<file path="src/design/wd_pkg.sv">
// constants, field layouts and helper functions for the windowed watchdog
package wd_pkg;

  // clock and timing
  localparam int unsigned CLK_HZ = 50_000_000;
  localparam int unsigned MS_PER_S = 1000;
  localparam int unsigned MS_CYCLES = CLK_HZ / MS_PER_S;
  localparam int unsigned RESET_PULSE_MS = 1;
  localparam int unsigned RESET_PULSE_CYCLES = RESET_PULSE_MS * MS_CYCLES;

  // register byte offsets on the avalon slave
  localparam logic [4:0] OFS_WINDOW = 5'h00;
  localparam logic [4:0] OFS_CONFIG = 5'h04;
  localparam logic [4:0] OFS_SEED = 5'h08;
  localparam logic [4:0] OFS_ANSWER = 5'h0C;
  localparam logic [4:0] OFS_STATUS = 5'h10;

  // window register fields
  localparam int unsigned WIN_PERIOD_LSB = 0;
  localparam int unsigned WIN_DUTY_LSB = 4;
  localparam int unsigned WIN_RECOV_LSB = 8;
  // config register fields
  localparam int unsigned CFG_ERRLIM_LSB = 0;
  localparam int unsigned CFG_RFRLIM_LSB = 2;
  localparam int unsigned CFG_REACT_LSB = 4;
  // status register fields
  localparam int unsigned ST_ERR_LSB = 0;
  localparam int unsigned ST_RFR_LSB = 4;
  localparam int unsigned ST_INIT_BIT = 8;
  localparam int unsigned ST_COMM_BIT = 9;
  localparam int unsigned ST_SAFE_BIT = 10;
  localparam int unsigned ST_DIS_BIT = 11;
  localparam int unsigned ST_RECOV_BIT = 12;
  localparam int unsigned ST_CLOSED_BIT = 13;

  // reset values and special codes
  localparam logic [3:0] PERIOD_RESET = 4'h3;
  localparam logic [2:0] DUTY_RESET = 3'h2;
  localparam logic [3:0] RECOV_RESET = 4'hB;
  localparam logic [1:0] ERRLIM_RESET = 2'h1;
  localparam logic [1:0] RFRLIM_RESET = 2'h0;
  localparam logic [1:0] REACT_RESET = 2'h0;
  localparam logic [15:0] SEED_RESET = 16'h5AB2;
  localparam logic [3:0] CODE_DISABLE = 4'h0;
  localparam logic [15:0] SEED_ZERO = 16'h0000;
  localparam logic [15:0] SEED_ONES = 16'hFFFF;
  localparam logic [1:0] REACT_SAFE = 2'h1;

  typedef enum logic [1:0] {
    ST_INIT = 2'b00,
    ST_RUN = 2'b01,
    ST_RECOVER = 2'b10,
    ST_RESET = 2'b11
  } wd_state_t;

  // window length in ms for a period or recovery code
  function automatic logic [10:0] period_ms(input logic [3:0] code);
    case (code)
      4'h1: period_ms = 11'h001;
      4'h2: period_ms = 11'h002;
      4'h3: period_ms = 11'h003;
      4'h4: period_ms = 11'h004;
      4'h5: period_ms = 11'h006;
      4'h6: period_ms = 11'h008;
      4'h7: period_ms = 11'h00C;
      4'h8: period_ms = 11'h010;
      4'h9: period_ms = 11'h018;
      4'hA: period_ms = 11'h020;
      4'hB: period_ms = 11'h040;
      4'hC: period_ms = 11'h080;
      4'hD: period_ms = 11'h100;
      4'hE: period_ms = 11'h200;
      4'hF: period_ms = 11'h400;
      default: period_ms = 11'h000;
    endcase
  endfunction

  // closed part of the window in sixteenths
  function automatic logic [4:0] closed_16ths(input logic [2:0] code);
    case (code)
      3'h0: closed_16ths = 5'h05;
      3'h1: closed_16ths = 5'h06;
      3'h3: closed_16ths = 5'h0A;
      3'h4: closed_16ths = 5'h0B;
      default: closed_16ths = 5'h08;
    endcase
  endfunction

  function automatic logic [3:0] err_max(input logic [1:0] code);
    case (code)
      2'h0: err_max = 4'h8;
      2'h1: err_max = 4'h6;
      2'h2: err_max = 4'h4;
      default: err_max = 4'h2;
    endcase
  endfunction

  function automatic logic [2:0] rfr_max(input logic [1:0] code);
    case (code)
      2'h0: rfr_max = 3'h6;
      2'h1: rfr_max = 3'h4;
      2'h2: rfr_max = 3'h2;
      default: rfr_max = 3'h1;
    endcase
  endfunction

  // expected challenge answer; the controller must use the same function
  function automatic logic [15:0] challenge_answer(input logic [15:0] q);
    challenge_answer = ~q;
  endfunction

  // next question: fibonacci lfsr, taps 16,14,13,11
  function automatic logic [15:0] lfsr_step(input logic [15:0] q);
    lfsr_step = {q[14:0], q[15] ^ q[13] ^ q[12] ^ q[10]};
  endfunction

endpackage

</file>
<file path="src/design/windowed_safety_watchdog.sv">
// windowed safety watchdog with simple and challenge modes, avalon-mm slave
//
// The implementer's own choices: the Avalon-MM register port and the register addresses.
`timescale 1ns/1ns
`default_nettype none

module windowed_safety_watchdog
  import wd_pkg::*;
#(
  parameter int unsigned WD_MS_CYCLES = MS_CYCLES,
  parameter int unsigned WD_RESET_CYCLES = RESET_PULSE_CYCLES
)
(
  input wire logic clk_in,
  input wire logic nrst_in,
  input wire logic [4:0] avs_address_in,
  input wire logic avs_read_in,
  input wire logic avs_write_in,
  input wire logic [31:0] avs_writedata_in,
  output logic [31:0] avs_readdata_out,
  output logic avs_waitrequest_out,
  input wire logic fused_mode_select_in,
  input wire logic fused_recovery_enable_in,
  input wire logic mcu_fault_inputs_in,
  output logic reset_output_n_out,
  output logic safe_state_output_n_out
);

  ////////////////////////////////////////////////////////////////////////////
  // declarations

  wd_state_t state_reg;
  logic ack_reg;
  logic [31:0] rdata_reg;
  logic [3:0] window_period_sel_reg;
  logic [2:0] window_duty_sel_reg;
  logic [3:0] recovery_duration_sel_reg;
  logic [1:0] error_limit_sel_reg;
  logic [1:0] refresh_limit_sel_reg;
  logic [1:0] error_reaction_sel_reg;
  logic [3:0] act_period_reg;
  logic [2:0] act_duty_reg;
  logic [15:0] seed_reg;
  logic [15:0] lfsr_reg;
  logic [3:0] error_count_value_reg;
  logic [2:0] refresh_count_value_reg;
  logic [31:0] cnt_reg;
  logic [31:0] rst_cnt_reg;
  logic comm_err_reg;
  logic safe_reg;

  logic wr_take;
  logic in_init;
  logic disabled;
  logic [3:0] cur_code;
  logic [31:0] win_len;
  logic [31:0] closed_len;
  logic closed_now;
  logic win_end;
  logic ans_wr;
  logic [15:0] expected;
  logic good;
  logic bad;
  logic rec_timeout;
  logic trip_reset;
  logic trip_safe;
  logic enter_recover;
  logic seed_wr;
  logic seed_bad;
  logic [3:0] err_lim;
  logic [2:0] rfr_lim;
  logic [4:0] err_plus;

  ////////////////////////////////////////////////////////////////////////////
  // avalon slave: one wait cycle per access, write and read data at the
  // edge where waitrequest is seen low

  assign avs_waitrequest_out = (avs_read_in | avs_write_in) & ~ack_reg;
  assign wr_take = avs_write_in & ack_reg;
  assign avs_readdata_out = rdata_reg;

  // ack toggles high for exactly the second cycle of each access
  always_ff @(posedge clk_in or negedge nrst_in)
  begin
    if (!nrst_in)
      ack_reg <= 1'b0;
    else
      ack_reg <= (avs_read_in | avs_write_in) & ~ack_reg;
  end

  // read data captured in the wait cycle so it stands when waitrequest drops
  always_ff @(posedge clk_in or negedge nrst_in)
  begin
    if (!nrst_in)
      rdata_reg <= 32'h0000_0000;
    else if (avs_read_in && !ack_reg)
    begin
      rdata_reg <= 32'h0000_0000;
      if (avs_address_in == OFS_WINDOW)
      begin
        rdata_reg[WIN_PERIOD_LSB +: 4] <= window_period_sel_reg;
        rdata_reg[WIN_DUTY_LSB +: 3] <= window_duty_sel_reg;
        rdata_reg[WIN_RECOV_LSB +: 4] <= recovery_duration_sel_reg;
      end
      else if (avs_address_in == OFS_CONFIG)
      begin
        rdata_reg[CFG_ERRLIM_LSB +: 2] <= error_limit_sel_reg;
        rdata_reg[CFG_RFRLIM_LSB +: 2] <= refresh_limit_sel_reg;
        rdata_reg[CFG_REACT_LSB +: 2] <= error_reaction_sel_reg;
      end
      else if (avs_address_in == OFS_SEED)
        rdata_reg[15:0] <= seed_reg;
      else if (avs_address_in == OFS_ANSWER)
        rdata_reg[15:0] <= lfsr_reg; // current question
      else if (avs_address_in == OFS_STATUS)
      begin
        rdata_reg[ST_ERR_LSB +: 4] <= error_count_value_reg;
        rdata_reg[ST_RFR_LSB +: 3] <= refresh_count_value_reg;
        rdata_reg[ST_INIT_BIT] <= in_init;
        rdata_reg[ST_COMM_BIT] <= comm_err_reg;
        rdata_reg[ST_SAFE_BIT] <= safe_reg;
        rdata_reg[ST_DIS_BIT] <= disabled;
        rdata_reg[ST_RECOV_BIT] <= (state_reg == ST_RECOVER);
        rdata_reg[ST_CLOSED_BIT] <= closed_now;
      end
    end
  end

  ////////////////////////////////////////////////////////////////////////////
  // window timing

  assign in_init = (state_reg == ST_INIT);
  // a disabled window only exists once init is closed
  assign disabled = (state_reg == ST_RUN) &&
                    (act_period_reg == CODE_DISABLE);
  assign err_lim = err_max(error_limit_sel_reg);
  assign rfr_lim = rfr_max(refresh_limit_sel_reg);

  // recovery uses the same code table, with no closed part
  always_comb
  begin
    cur_code = act_period_reg;
    if (state_reg == ST_RECOVER)
      cur_code = recovery_duration_sel_reg;
    win_len = 32'(period_ms(cur_code)) * 32'(WD_MS_CYCLES);
    closed_len = (win_len >> 4) * 32'(closed_16ths(act_duty_reg));
    if (state_reg == ST_RECOVER)
      closed_len = 32'h0000_0000;
  end

  assign closed_now = (state_reg == ST_RUN) && !disabled &&
                      (cnt_reg < closed_len);
  assign win_end = (cnt_reg == win_len - 32'h0000_0001);

  ////////////////////////////////////////////////////////////////////////////
  // refresh evaluation

  assign ans_wr = wr_take && (avs_address_in == OFS_ANSWER) &&
                  (state_reg != ST_RESET) && !disabled;

  // challenge answers depend on the question, simple ones on the seed
  assign expected = fused_mode_select_in ? challenge_answer(lfsr_reg)
                                         : seed_reg;

  // init counts as open so the first good answer closes it
  assign good = ans_wr && (avs_writedata_in[15:0] == expected) &&
                !closed_now;
  // wrong answer, correct one too early, or silence through the window
  assign bad = (ans_wr && !good) ||
               ((state_reg == ST_RUN) && !disabled && win_end &&
                !ans_wr);
  assign rec_timeout = (state_reg == ST_RECOVER) && win_end &&
                       !ans_wr;

  assign trip_safe = (error_count_value_reg == err_lim) &&
                     (error_reaction_sel_reg != REACT_RESET);
  assign trip_reset = trip_safe &&
                      (error_reaction_sel_reg != REACT_SAFE);
  assign enter_recover = (state_reg == ST_RUN) && fused_recovery_enable_in &&
                         mcu_fault_inputs_in &&
                         (recovery_duration_sel_reg != CODE_DISABLE);

  assign seed_wr = wr_take && (avs_address_in == OFS_SEED);
  assign seed_bad = (avs_writedata_in[15:0] == SEED_ZERO) ||
                    (!fused_mode_select_in &&
                     (avs_writedata_in[15:0] == SEED_ONES));

  ////////////////////////////////////////////////////////////////////////////
  // fail-safe state machine

  always_ff @(posedge clk_in or negedge nrst_in)
  begin
    if (!nrst_in)
      state_reg <= ST_INIT;
    else
    begin
      case (state_reg)
        ST_INIT:
          if (trip_reset)
            state_reg <= ST_RESET;
          else if (good)
            state_reg <= ST_RUN;
        ST_RUN:
          if (trip_reset)
            state_reg <= ST_RESET;
          else if (enter_recover)
            state_reg <= ST_RECOVER;
        ST_RECOVER:
          if (rec_timeout || trip_reset)
            state_reg <= ST_RESET;
          else if (good && !mcu_fault_inputs_in)
            state_reg <= ST_RUN;
        ST_RESET:
          if (rst_cnt_reg == WD_RESET_CYCLES - 32'h0000_0001)
            state_reg <= ST_INIT;
        default:
          state_reg <= ST_INIT;
      endcase
    end
  end

  // reset pulse length counter
  always_ff @(posedge clk_in or negedge nrst_in)
  begin
    if (!nrst_in)
      rst_cnt_reg <= 32'h0000_0000;
    else if (state_reg == ST_RESET)
      rst_cnt_reg <= rst_cnt_reg + 32'h0000_0001;
    else
      rst_cnt_reg <= 32'h0000_0000;
  end

  // window counter restarts on every refresh and on each phase change
  always_ff @(posedge clk_in or negedge nrst_in)
  begin
    if (!nrst_in)
      cnt_reg <= 32'h0000_0000;
    else if (good || bad || rec_timeout || enter_recover ||
             state_reg == ST_INIT || state_reg == ST_RESET || disabled)
      cnt_reg <= 32'h0000_0000;
    else
      cnt_reg <= cnt_reg + 32'h0000_0001;
  end

  ////////////////////////////////////////////////////////////////////////////
  // configuration registers

  // period (except to disable code 0) and duty may change any time, locked fields only during init
  always_ff @(posedge clk_in or negedge nrst_in)
  begin
    if (!nrst_in)
    begin
      window_period_sel_reg <= PERIOD_RESET;
      window_duty_sel_reg <= DUTY_RESET;
      recovery_duration_sel_reg <= RECOV_RESET;
    end
    else if (wr_take && avs_address_in == OFS_WINDOW)
    begin
      if (in_init ||
          avs_writedata_in[WIN_PERIOD_LSB +: 4] != CODE_DISABLE)
        window_period_sel_reg <=
          avs_writedata_in[WIN_PERIOD_LSB +: 4];
      window_duty_sel_reg <= avs_writedata_in[WIN_DUTY_LSB +: 3];
      if (in_init)
        recovery_duration_sel_reg <=
          avs_writedata_in[WIN_RECOV_LSB +: 4];
    end
  end

  always_ff @(posedge clk_in or negedge nrst_in)
  begin
    if (!nrst_in)
    begin
      error_limit_sel_reg <= ERRLIM_RESET;
      refresh_limit_sel_reg <= RFRLIM_RESET;
      error_reaction_sel_reg <= REACT_RESET;
    end
    else if (wr_take && avs_address_in == OFS_CONFIG && in_init)
    begin
      error_limit_sel_reg <= avs_writedata_in[CFG_ERRLIM_LSB +: 2];
      refresh_limit_sel_reg <=
        avs_writedata_in[CFG_RFRLIM_LSB +: 2];
      error_reaction_sel_reg <= avs_writedata_in[CFG_REACT_LSB +: 2];
    end
  end

  // running settings only move at a refresh or a timeout, so a window never changes length
  always_ff @(posedge clk_in or negedge nrst_in)
  begin
    if (!nrst_in)
    begin
      act_period_reg <= PERIOD_RESET;
      act_duty_reg <= DUTY_RESET;
    end
    else if (good || bad)
    begin
      act_period_reg <= window_period_sel_reg;
      act_duty_reg <= window_duty_sel_reg;
    end
  end

  // seed accepted during init only; bad values leave seed and question untouched and set the comm error
  always_ff @(posedge clk_in or negedge nrst_in)
  begin
    if (!nrst_in)
      seed_reg <= SEED_RESET;
    else if (seed_wr && !seed_bad && in_init)
      seed_reg <= avs_writedata_in[15:0];
  end

  // question is reloaded by a good seed write in init and steps only on a good challenge answer
  always_ff @(posedge clk_in or negedge nrst_in)
  begin
    if (!nrst_in)
      lfsr_reg <= SEED_RESET;
    else if (seed_wr && !seed_bad && in_init)
      lfsr_reg <= avs_writedata_in[15:0];
    else if (good && fused_mode_select_in)
      lfsr_reg <= lfsr_step(lfsr_reg);
  end

  // sticky communication error, write one to clear; a new event wins
  always_ff @(posedge clk_in or negedge nrst_in)
  begin
    if (!nrst_in)
      comm_err_reg <= 1'b0;
    else if (seed_wr && seed_bad)
      comm_err_reg <= 1'b1;
    else if (wr_take && avs_address_in == OFS_STATUS &&
             avs_writedata_in[ST_COMM_BIT])
      comm_err_reg <= 1'b0;
  end

  ////////////////////////////////////////////////////////////////////////////
  // error and refresh counters

  assign err_plus = {1'b0, error_count_value_reg} + 5'h02;

  // saturating at the limit keeps the equality test of the reaction stable
  always_ff @(posedge clk_in or negedge nrst_in)
  begin
    if (!nrst_in)
      error_count_value_reg <= 4'h0;
    else if (state_reg == ST_RESET)
      error_count_value_reg <= 4'h0;
    else if (bad)
    begin
      if (err_plus >= {1'b0, err_lim})
        error_count_value_reg <= err_lim;
      else
        error_count_value_reg <= err_plus[3:0];
    end
    else if (good && refresh_count_value_reg == rfr_lim &&
             error_count_value_reg != 4'h0)
      error_count_value_reg <= error_count_value_reg - 4'h1;
  end

  always_ff @(posedge clk_in or negedge nrst_in)
  begin
    if (!nrst_in)
      refresh_count_value_reg <= 3'h0;
    else if (bad || state_reg == ST_RESET)
      refresh_count_value_reg <= 3'h0;
    else if (good && refresh_count_value_reg != rfr_lim)
      refresh_count_value_reg <= refresh_count_value_reg + 3'h1;
  end

  ////////////////////////////////////////////////////////////////////////////
  // outputs

  // safe state held until errors are paid back in normal running
  always_ff @(posedge clk_in or negedge nrst_in)
  begin
    if (!nrst_in)
      safe_reg <= 1'b0;
    else if (trip_safe || enter_recover || state_reg == ST_RECOVER)
      safe_reg <= 1'b1;
    else if (state_reg == ST_RUN && error_count_value_reg == 4'h0)
      safe_reg <= 1'b0;
  end

  always_ff @(posedge clk_in or negedge nrst_in)
  begin
    if (!nrst_in)
    begin
      reset_output_n_out <= 1'b1;
      safe_state_output_n_out <= 1'b1;
    end
    else
    begin
      reset_output_n_out <= (state_reg != ST_RESET);
      safe_state_output_n_out <= !safe_reg;
    end
  end

endmodule

`default_nettype wire

</file>
<file path="config.mk">
export PLATFORM = sky130hd
export DESIGN_NAME = windowed_safety_watchdog
export DESIGN_NICKNAME = d
export VERILOG_FILES = /design/src/design/wd_pkg.sv /design/src/design/windowed_safety_watchdog.sv
export SDC_FILE = /design/constraint.sdc
export NUM_CORES = 1
export LEC_CHECK = 0
export BUFFER_PORTS_ARGS = -buffer_cell sky130_fd_sc_hd__buf_2
export CORE_MARGIN = 2
export CORE_UTILIZATION = 55
export CTS_CLUSTER_DIAMETER = 30
export DETAILED_ROUTE_END_ITERATION = 10
export PLACE_DENSITY = 0.76
export SYNTH_ARGS = -nofsm -noshare
export SYNTH_HDL_FRONTEND = slang
export SYNTH_SLANG_ARGS = --single-unit
</file>
<file path="constraint.sdc">
create_clock -name clk_in -period 14.3 [get_ports clk_in]
set_input_delay 2.145 -clock clk_in [delete_from_list [all_inputs] [get_ports clk_in]]
set_output_delay 2.145 -clock clk_in [all_outputs]
set_load 0.005 [all_outputs]
</file>
* After elaboration in Yosys (flattened, before gate mapping)
Memories as Yosys holds them, arrays and structs flattened.
Index checks and enable logic that the tools add are counted.
W data, S select, Z words.
** Word-level totals
- Flip-flop bits (word level) :: 150
- Memory bits (read-only) :: 176
- Input port bits :: 44
- Output and inout port bits :: 35
- Word-level logic and storage cells :: 185
- Memories kept :: 1
** Operators by class
- Add/subtract/negate cells :: 6
- $mul :: 2
- Magnitude comparators :: 2
- Equality and inequality tests :: 27
- Mux-type cells :: 41
- Bitwise operators :: 8
- Reductions and logical operators :: 77
** Memory list
- (name not given) :: words 16, width 11, rd ports 1, clocked after Yosys merged registers in 0, write ports 0, line wd_pkg.sv:58 : case (code)
** Operators with widths (count)
- $add A32 B1 Y32 const B :: 2
- $mux W16 :: 4
- $mux W32 :: 2
- $logic_and A1 B1 Y1 :: 35
- $eq A32 B16 Y1 const B :: 1
- $eq A32 B32 Y1 :: 1
- $lt A32 B32 Y1 :: 1
- $mul A23 B5 Y28 :: 1
- $mux W28 :: 1
- $mux W4 :: 7
- $sub A27 B1 Y28 const B :: 1
- $mul A11 B12 Y23 const B :: 1
- $mux W7 :: 3
- $mux W6 :: 3
- $eq A16 B16 Y1 :: 1
- $eq A16 B16 Y1 const B :: 1
- $logic_not A16 Y1 :: 1
- $mux W2 :: 8
- $not A16 Y16 :: 1
- $pmux W4 S4 :: 1
- $logic_or A1 B1 Y1 :: 13
- $pmux W4 S3 :: 1
- $reduce_bool A4 Y1 :: 3
- $eq A5 B4 Y1 const B :: 2
- 36 further kinds :: 68

* Longest topological paths before layout
An unclocked memory read counts as a cell.
- Depth after elaboration :: 20
- Depth in mapped cells :: 48

* Worst setup path after synthesis
OpenSTA, ideal clock, no wires.
- Kind :: register -> register
- From :: register state_reg[1]
- To :: register lfsr_reg[1]
- Setup time :: 0.079 ns
- Arrival :: 10.146 ns
- Path slack :: 4.075 ns
- Stages on the path, launching flop included :: 44
- Path buffers :: 4
- Clock period less this slack :: 10.225 ns
- Cells stage by stage :: dfrtp_1 -> buf_4 -> and2b_1 -> buf_4 -> mux2i_1 -> nor3_1 -> ha_1 -> xor2_1 -> ha_1 -> a21o_1 -> fa_1 -> fa_1 -> inv_1 -> fa_1 -> inv_1 -> ha_1 -> clkbuf_1 -> o21a_1 -> (+8 left out) -> inv_1 -> ha_1 -> and4_1 -> a311o_1 -> a211oi_1 -> xnor2_1 -> nand2_1 -> ha_1 -> nand3_1 -> or4_1 -> o221ai_1 -> o21ai_0 -> a21oi_1 -> nand2_1 -> buf_1 -> nor2_1 -> a21oi_1 -> o21ai_0
** Between the ends
- Cells in the longest elaborated chain, start to end :: 12
- Elaborated cells between the ends (all ways) :: 23
- Classes of those cells :: mul: 2; order compare: 1; eq/ne: 3; mux: 3; reduce/logical: 13; memory: 1
** Ends and longest elaborated chain
- start: declaration :: line windowed_safety_watchdog.sv:32 : wd_state_t state_reg;
- start signal: assignment :: line windowed_safety_watchdog.sv:194 : state_reg <= ST_INIT;
- start signal: assignment :: line windowed_safety_watchdog.sv:200 : state_reg <= ST_RESET;
- start signal: assignment :: line windowed_safety_watchdog.sv:202 : state_reg <= ST_RUN;
- $eq A2 B2 Y1 :: line windowed_safety_watchdog.sv:143, windowed_safety_watchdog.sv:147
- $mux W4 :: line windowed_safety_watchdog.sv:143 : if (state_reg == ST_RECOVER)
- $mem_v2 Z16 W11
- $mul A11 B12 Y23 :: line windowed_safety_watchdog.sv:145 : win_len = 32'(period_ms(cur_code)) * 32'(WD_MS_CYCLES);
- $mul A23 B5 Y28 :: line windowed_safety_watchdog.sv:146 : closed_len = (win_len >> 4) * 32'(closed_16ths(act_duty_reg));
- $mux W28 :: line windowed_safety_watchdog.sv:147 : if (state_reg == ST_RECOVER)
- $lt A32 B32 Y1 :: line windowed_safety_watchdog.sv:152 : (cnt_reg < closed_len);
- $logic_and A1 B1 Y1 :: line windowed_safety_watchdog.sv:151 : assign closed_now = (state_reg == ST_RUN) && !disabled &&
- $logic_not A1 Y1 :: line windowed_safety_watchdog.sv:167 : !closed_now;
- $logic_and A1 B1 Y1 :: line windowed_safety_watchdog.sv:166 : assign good = ans_wr && (avs_writedata_in[15:0] == expected) &&
- $logic_and A1 B1 Y1 :: line windowed_safety_watchdog.sv:318 : else if (good && fused_mode_select_in)
- $reduce_bool A2 Y1 (no line)
- end signal: assignment :: line windowed_safety_watchdog.sv:317 : lfsr_reg <= avs_writedata_in[15:0];
- end signal: assignment :: line windowed_safety_watchdog.sv:319 : lfsr_reg <= lfsr_step(lfsr_reg);
- end: declaration :: line windowed_safety_watchdog.sv:44 : logic [15:0] lfsr_reg;
Several ways; a longest one is shown, not always the timed one.
A chain may end at the register's enable or synchronous reset.

* Worst setup path in the final report
- From :: register state_reg[0]
- To :: register lfsr_reg[5]
The elaborated chain is that of the path after synthesis.

==> results by group <==
Routing
  • Total number of vias: 12,899
  • Number of routed nets with antenna violations: 0
  • # DRC: 0
  • Via/cell ratio: 5.877
  • Drt pass-1 iters: 5
  • Number of DRC markers in iteration 0: 833
  • WL per Instance: 16.75 um
  • Post-Route WL: 36.77 mm

Cells and area
  • Final net count: 2,064
  • Leading cell type in the layout, fill and taps excluded: nor2_1
  • Final instance area: 16,300 um2
  • Share of cells above drive strength 1: 9.490%
  • Commonest cells after routing, fill and taps aside: 205 x nor2_1, 168 x nand2_1, 161 x inv_1
  • N_diodes: 0
  • Area growth syn-to-layout: 7.058%

Synth
  • Most used DFF post-synth: dfrtp_1
  • Yosys Warn Count: 0
  • Seq/Total Area, Yosys: 24.88%
  • Synth unique cells: 87
  • Syn avg cell area: 8.465 um2
  • Post-synthesis register bit count: 150
  • Mapped Cells: 1,799
  • Share of flip-flops with an asynchronous set or reset: 100.0%
  • Mapped Area: 15,230 um2
  • EDFF count, synth: 0

Timing
  • Tightest Pin Transition: 0.9958 ns
  • Final Setup Violations: 0
  • Setup TNS: 0 ns
  • RSZ-0062 raised after global routing: no
  • Crit share post-route: 89.60%
  • Slew Limit Fails: 0
  • Max Fclk: 78.05 MHz
  • Final WS setup: 1.488 ns
  • Slew HR: 33.61%
  • Crit path time final: 12.81 ns
  • Endpoints failing hold: 0
  • Skew final: 0.01327 ns

Power
  • Leak: 7.843 nW
  • Combinational fraction of design power: 32.4%
  • PwrDens: 85.63 nW/um2
  • Sequential group share of total power: 34.3%
  • Clock network fraction of total power: 33.3%
  • Switch Pwr: 493.5 uW
  • Internal Power: 902.5 uW
  • Sw frac: 35.35%
  • Max VDD drop: 0.00007466 V

Clocking
  • Setup bufs post-CTS: 0
  • Clock sink count: 150
  • Post-CTS sizing: 0
  • CTS buffer count: 17
  • CTS tree: done
  • Clk_lat worst skew: 0.44 ns
  • Clk buf depth: 2
  • # H-tree levels: 4
  • CTS Root Cell: clkbuf_16
  • Hold_buf cts: 0
  • Clock Pin Slew Worst Setup and Hold Paths: 0.06 ns

Placed design
  • # port buffers: 46
  • RePlAce Congestion: 0.9159
  • Pre-CTS WS: 1.697 ns
  • Final HPWL DP: 28.89 mm
  • DP Area: 15,690 um2

Global routing
  • Pin count of the biggest net entering global routing: 81
  • First-pass GRT wire length: 61.75 mm
  • Vias in the first global route: 12,807
  • Tot GR Track Use: 26.36%
  • Global route total overflow: 0
  • Initial antenna violation count: 0

Worst setup path
  • FF-to-FF Start: state_reg[0]
  • CP arrival: 13.17 ns
  • Critical path's slowest cell: mux2i_1
  • WP buf/inv: 4
  • Startpoint Class: flop
  • Type of the worst setup path: reg2reg
  • Required time worst endpoint: 14.66 ns
  • CP top delay family: adder cells
  • Crit end category: flop
  • R2R depth: 41
  • Slowest stage delay, CP: 0.75 ns
  • CP Max Fanout: 23
  • R2r endpoint: lfsr_reg[5]
  • Reg2reg setup slack: 1.49 ns

Floorplan
  • Initial Util: 56.19%
  • Die Span Y: 170.4 um
  • Die ar.: 29,030 um2
  • # rows: 60
  • Die width: 170.4 um
  • Core footprint: 27,100 um2
  • Top-Level Pins: 79

Hold path
  • WHS Endpoint: rst_cnt_reg[0]
  • Min-delay worst type: reg2reg
  • Hold path start: rst_cnt_reg[0]
  • Hold depth: 1

Outcome
  • Outcome: finished, final reports clean

Run
  • Max_cap viols: 0
## Yosys cell counts (10+ instances only)
master | count | area (um2)
ha_1 | 146 | 1827
xor2_1 | 59 | 516.8
dfrtp_1 | 122 | 3053
and3_1 | 22 | 137.6
or3_1 | 16 | 100.1
o21a_1 | 15 | 112.6
inv_1 | 161 | 604.3
a211oi_1 | 12 | 90.09
nand2b_1 | 18 | 112.6
nand3_1 | 56 | 280.3
dfstp_2 | 28 | 735.7
o21ai_0 | 88 | 440.4
nor4_1 | 21 | 131.4
or2_2 | 10 | 62.56
buf_4 | 18 | 135.1
xnor2_1 | 74 | 648.1
nor3_1 | 23 | 115.1
clkbuf_1 | 53 | 198.9
fa_1 | 64 | 1281
a31oi_1 | 11 | 68.82
and2_1 | 14 | 87.58
a21o_1 | 21 | 157.7
and4_1 | 10 | 87.58
mux2i_1 | 41 | 410.4
nor2b_1 | 21 | 131.4
nand4_1 | 37 | 231.5
a22oi_1 | 11 | 82.58
o221ai_1 | 11 | 96.34
a21oi_1 | 80 | 400.4
nor2_1 | 205 | 769.5
nand2_1 | 168 | 630.6
mux2_2 | 17 | 191.4
## power by group through the flow
| stage | Clock (mW) | Sequential [mW] | Combinational, mW |
|---|---|---|---|
| 2_1_floorplan | 0 | 0.476 | 0.345 |
| 3_3_place_gp | 0 | 0.485 | 0.436 |
| 3_5_place_dp | 0 | 0.486 | 0.447 |
| 4_1_cts | 0.469 | 0.479 | 0.450 |
| 5_1_grt | 0.486 | 0.482 | 0.509 |
| 6_report | 0.465 | 0.479 | 0.452 |
## layer usage
| metal | part of all wire (%) | vias to the layer above | track usage (%) |
|---|---|---|---|
| li1 | - | 6185 | - |
| met1 | 44 | 6262 | 34.32 |
| met2 | 48 | 369 | 44.96 |
| met3 | 4.6 | 83 | 2.698 |
| met4 | 3.0 | 0 | 10.89 |
| met5 | 0 | - | 0 |
## final cells by class
class	count	area, um2
Multi-Input combinational cell	1422	10510
Fill cell	2367	10800
Clock inverter	13	160.2
Tap cell	372	465.4
Timing Repair Buffer	57	319.1
Inverter	162	608.1
Sequential cell	150	3789
Clock buffer	19	452.9
## how the worst max path moves through the flow
stage | startpoint | endpoint | slack [ns] | cells after the start
2_1_floorplan | state_reg[1] | lfsr_reg[1] | 4.08 | 43
3_3_place_gp | state_reg[0] | lfsr_reg[5] | 1.88 | 39
3_5_place_dp | state_reg[0] | lfsr_reg[5] | 1.70 | 41
4_1_cts | state_reg[0] | lfsr_reg[5] | 1.65 | 41
5_1_grt | state_reg[0] | lfsr_reg[4] | 0.76 | 41
6_report | state_reg[0] | lfsr_reg[5] | 1.49 | 41
## metrics by stage
| stage | total power, mW | hold slack, ns | instances | util (%) |
|---|---|---|---|---|
| 2_1_floorplan | 0.8214 | 0.3840 | 1820 | - |
| 3_3_place_gp | 0.9213 | 0.4481 | 2163 | 57.89 |
| 3_5_place_dp | 0.9327 | 0.4543 | 2163 | 57.89 |
| 4_1_cts | 1.398 | 0.4631 | 2195 | 60.16 |
| 5_1_grt | 1.477 | 0.4827 | 2195 | 60.16 |
| 6_report | 1.396 | 0.4603 | 2195 | 60.16 |
## cells by family after synthesis
logic type / after synthesis / share of synthesized area [%]
AND/OR/NAND/NOR: 659 / 21.01
AO/OA/AOI/OAI: 324 / 13.67
buffers and inverters: 248 / 6.672
adder cells (fa/ha/maj): 210 / 20.41
flip-flops: 150 / 24.88
XOR/XNOR: 138 / 8.397
multiplexers: 68 / 4.913
other: 2 / 0.04932
(Power assumes the default switching activity.)
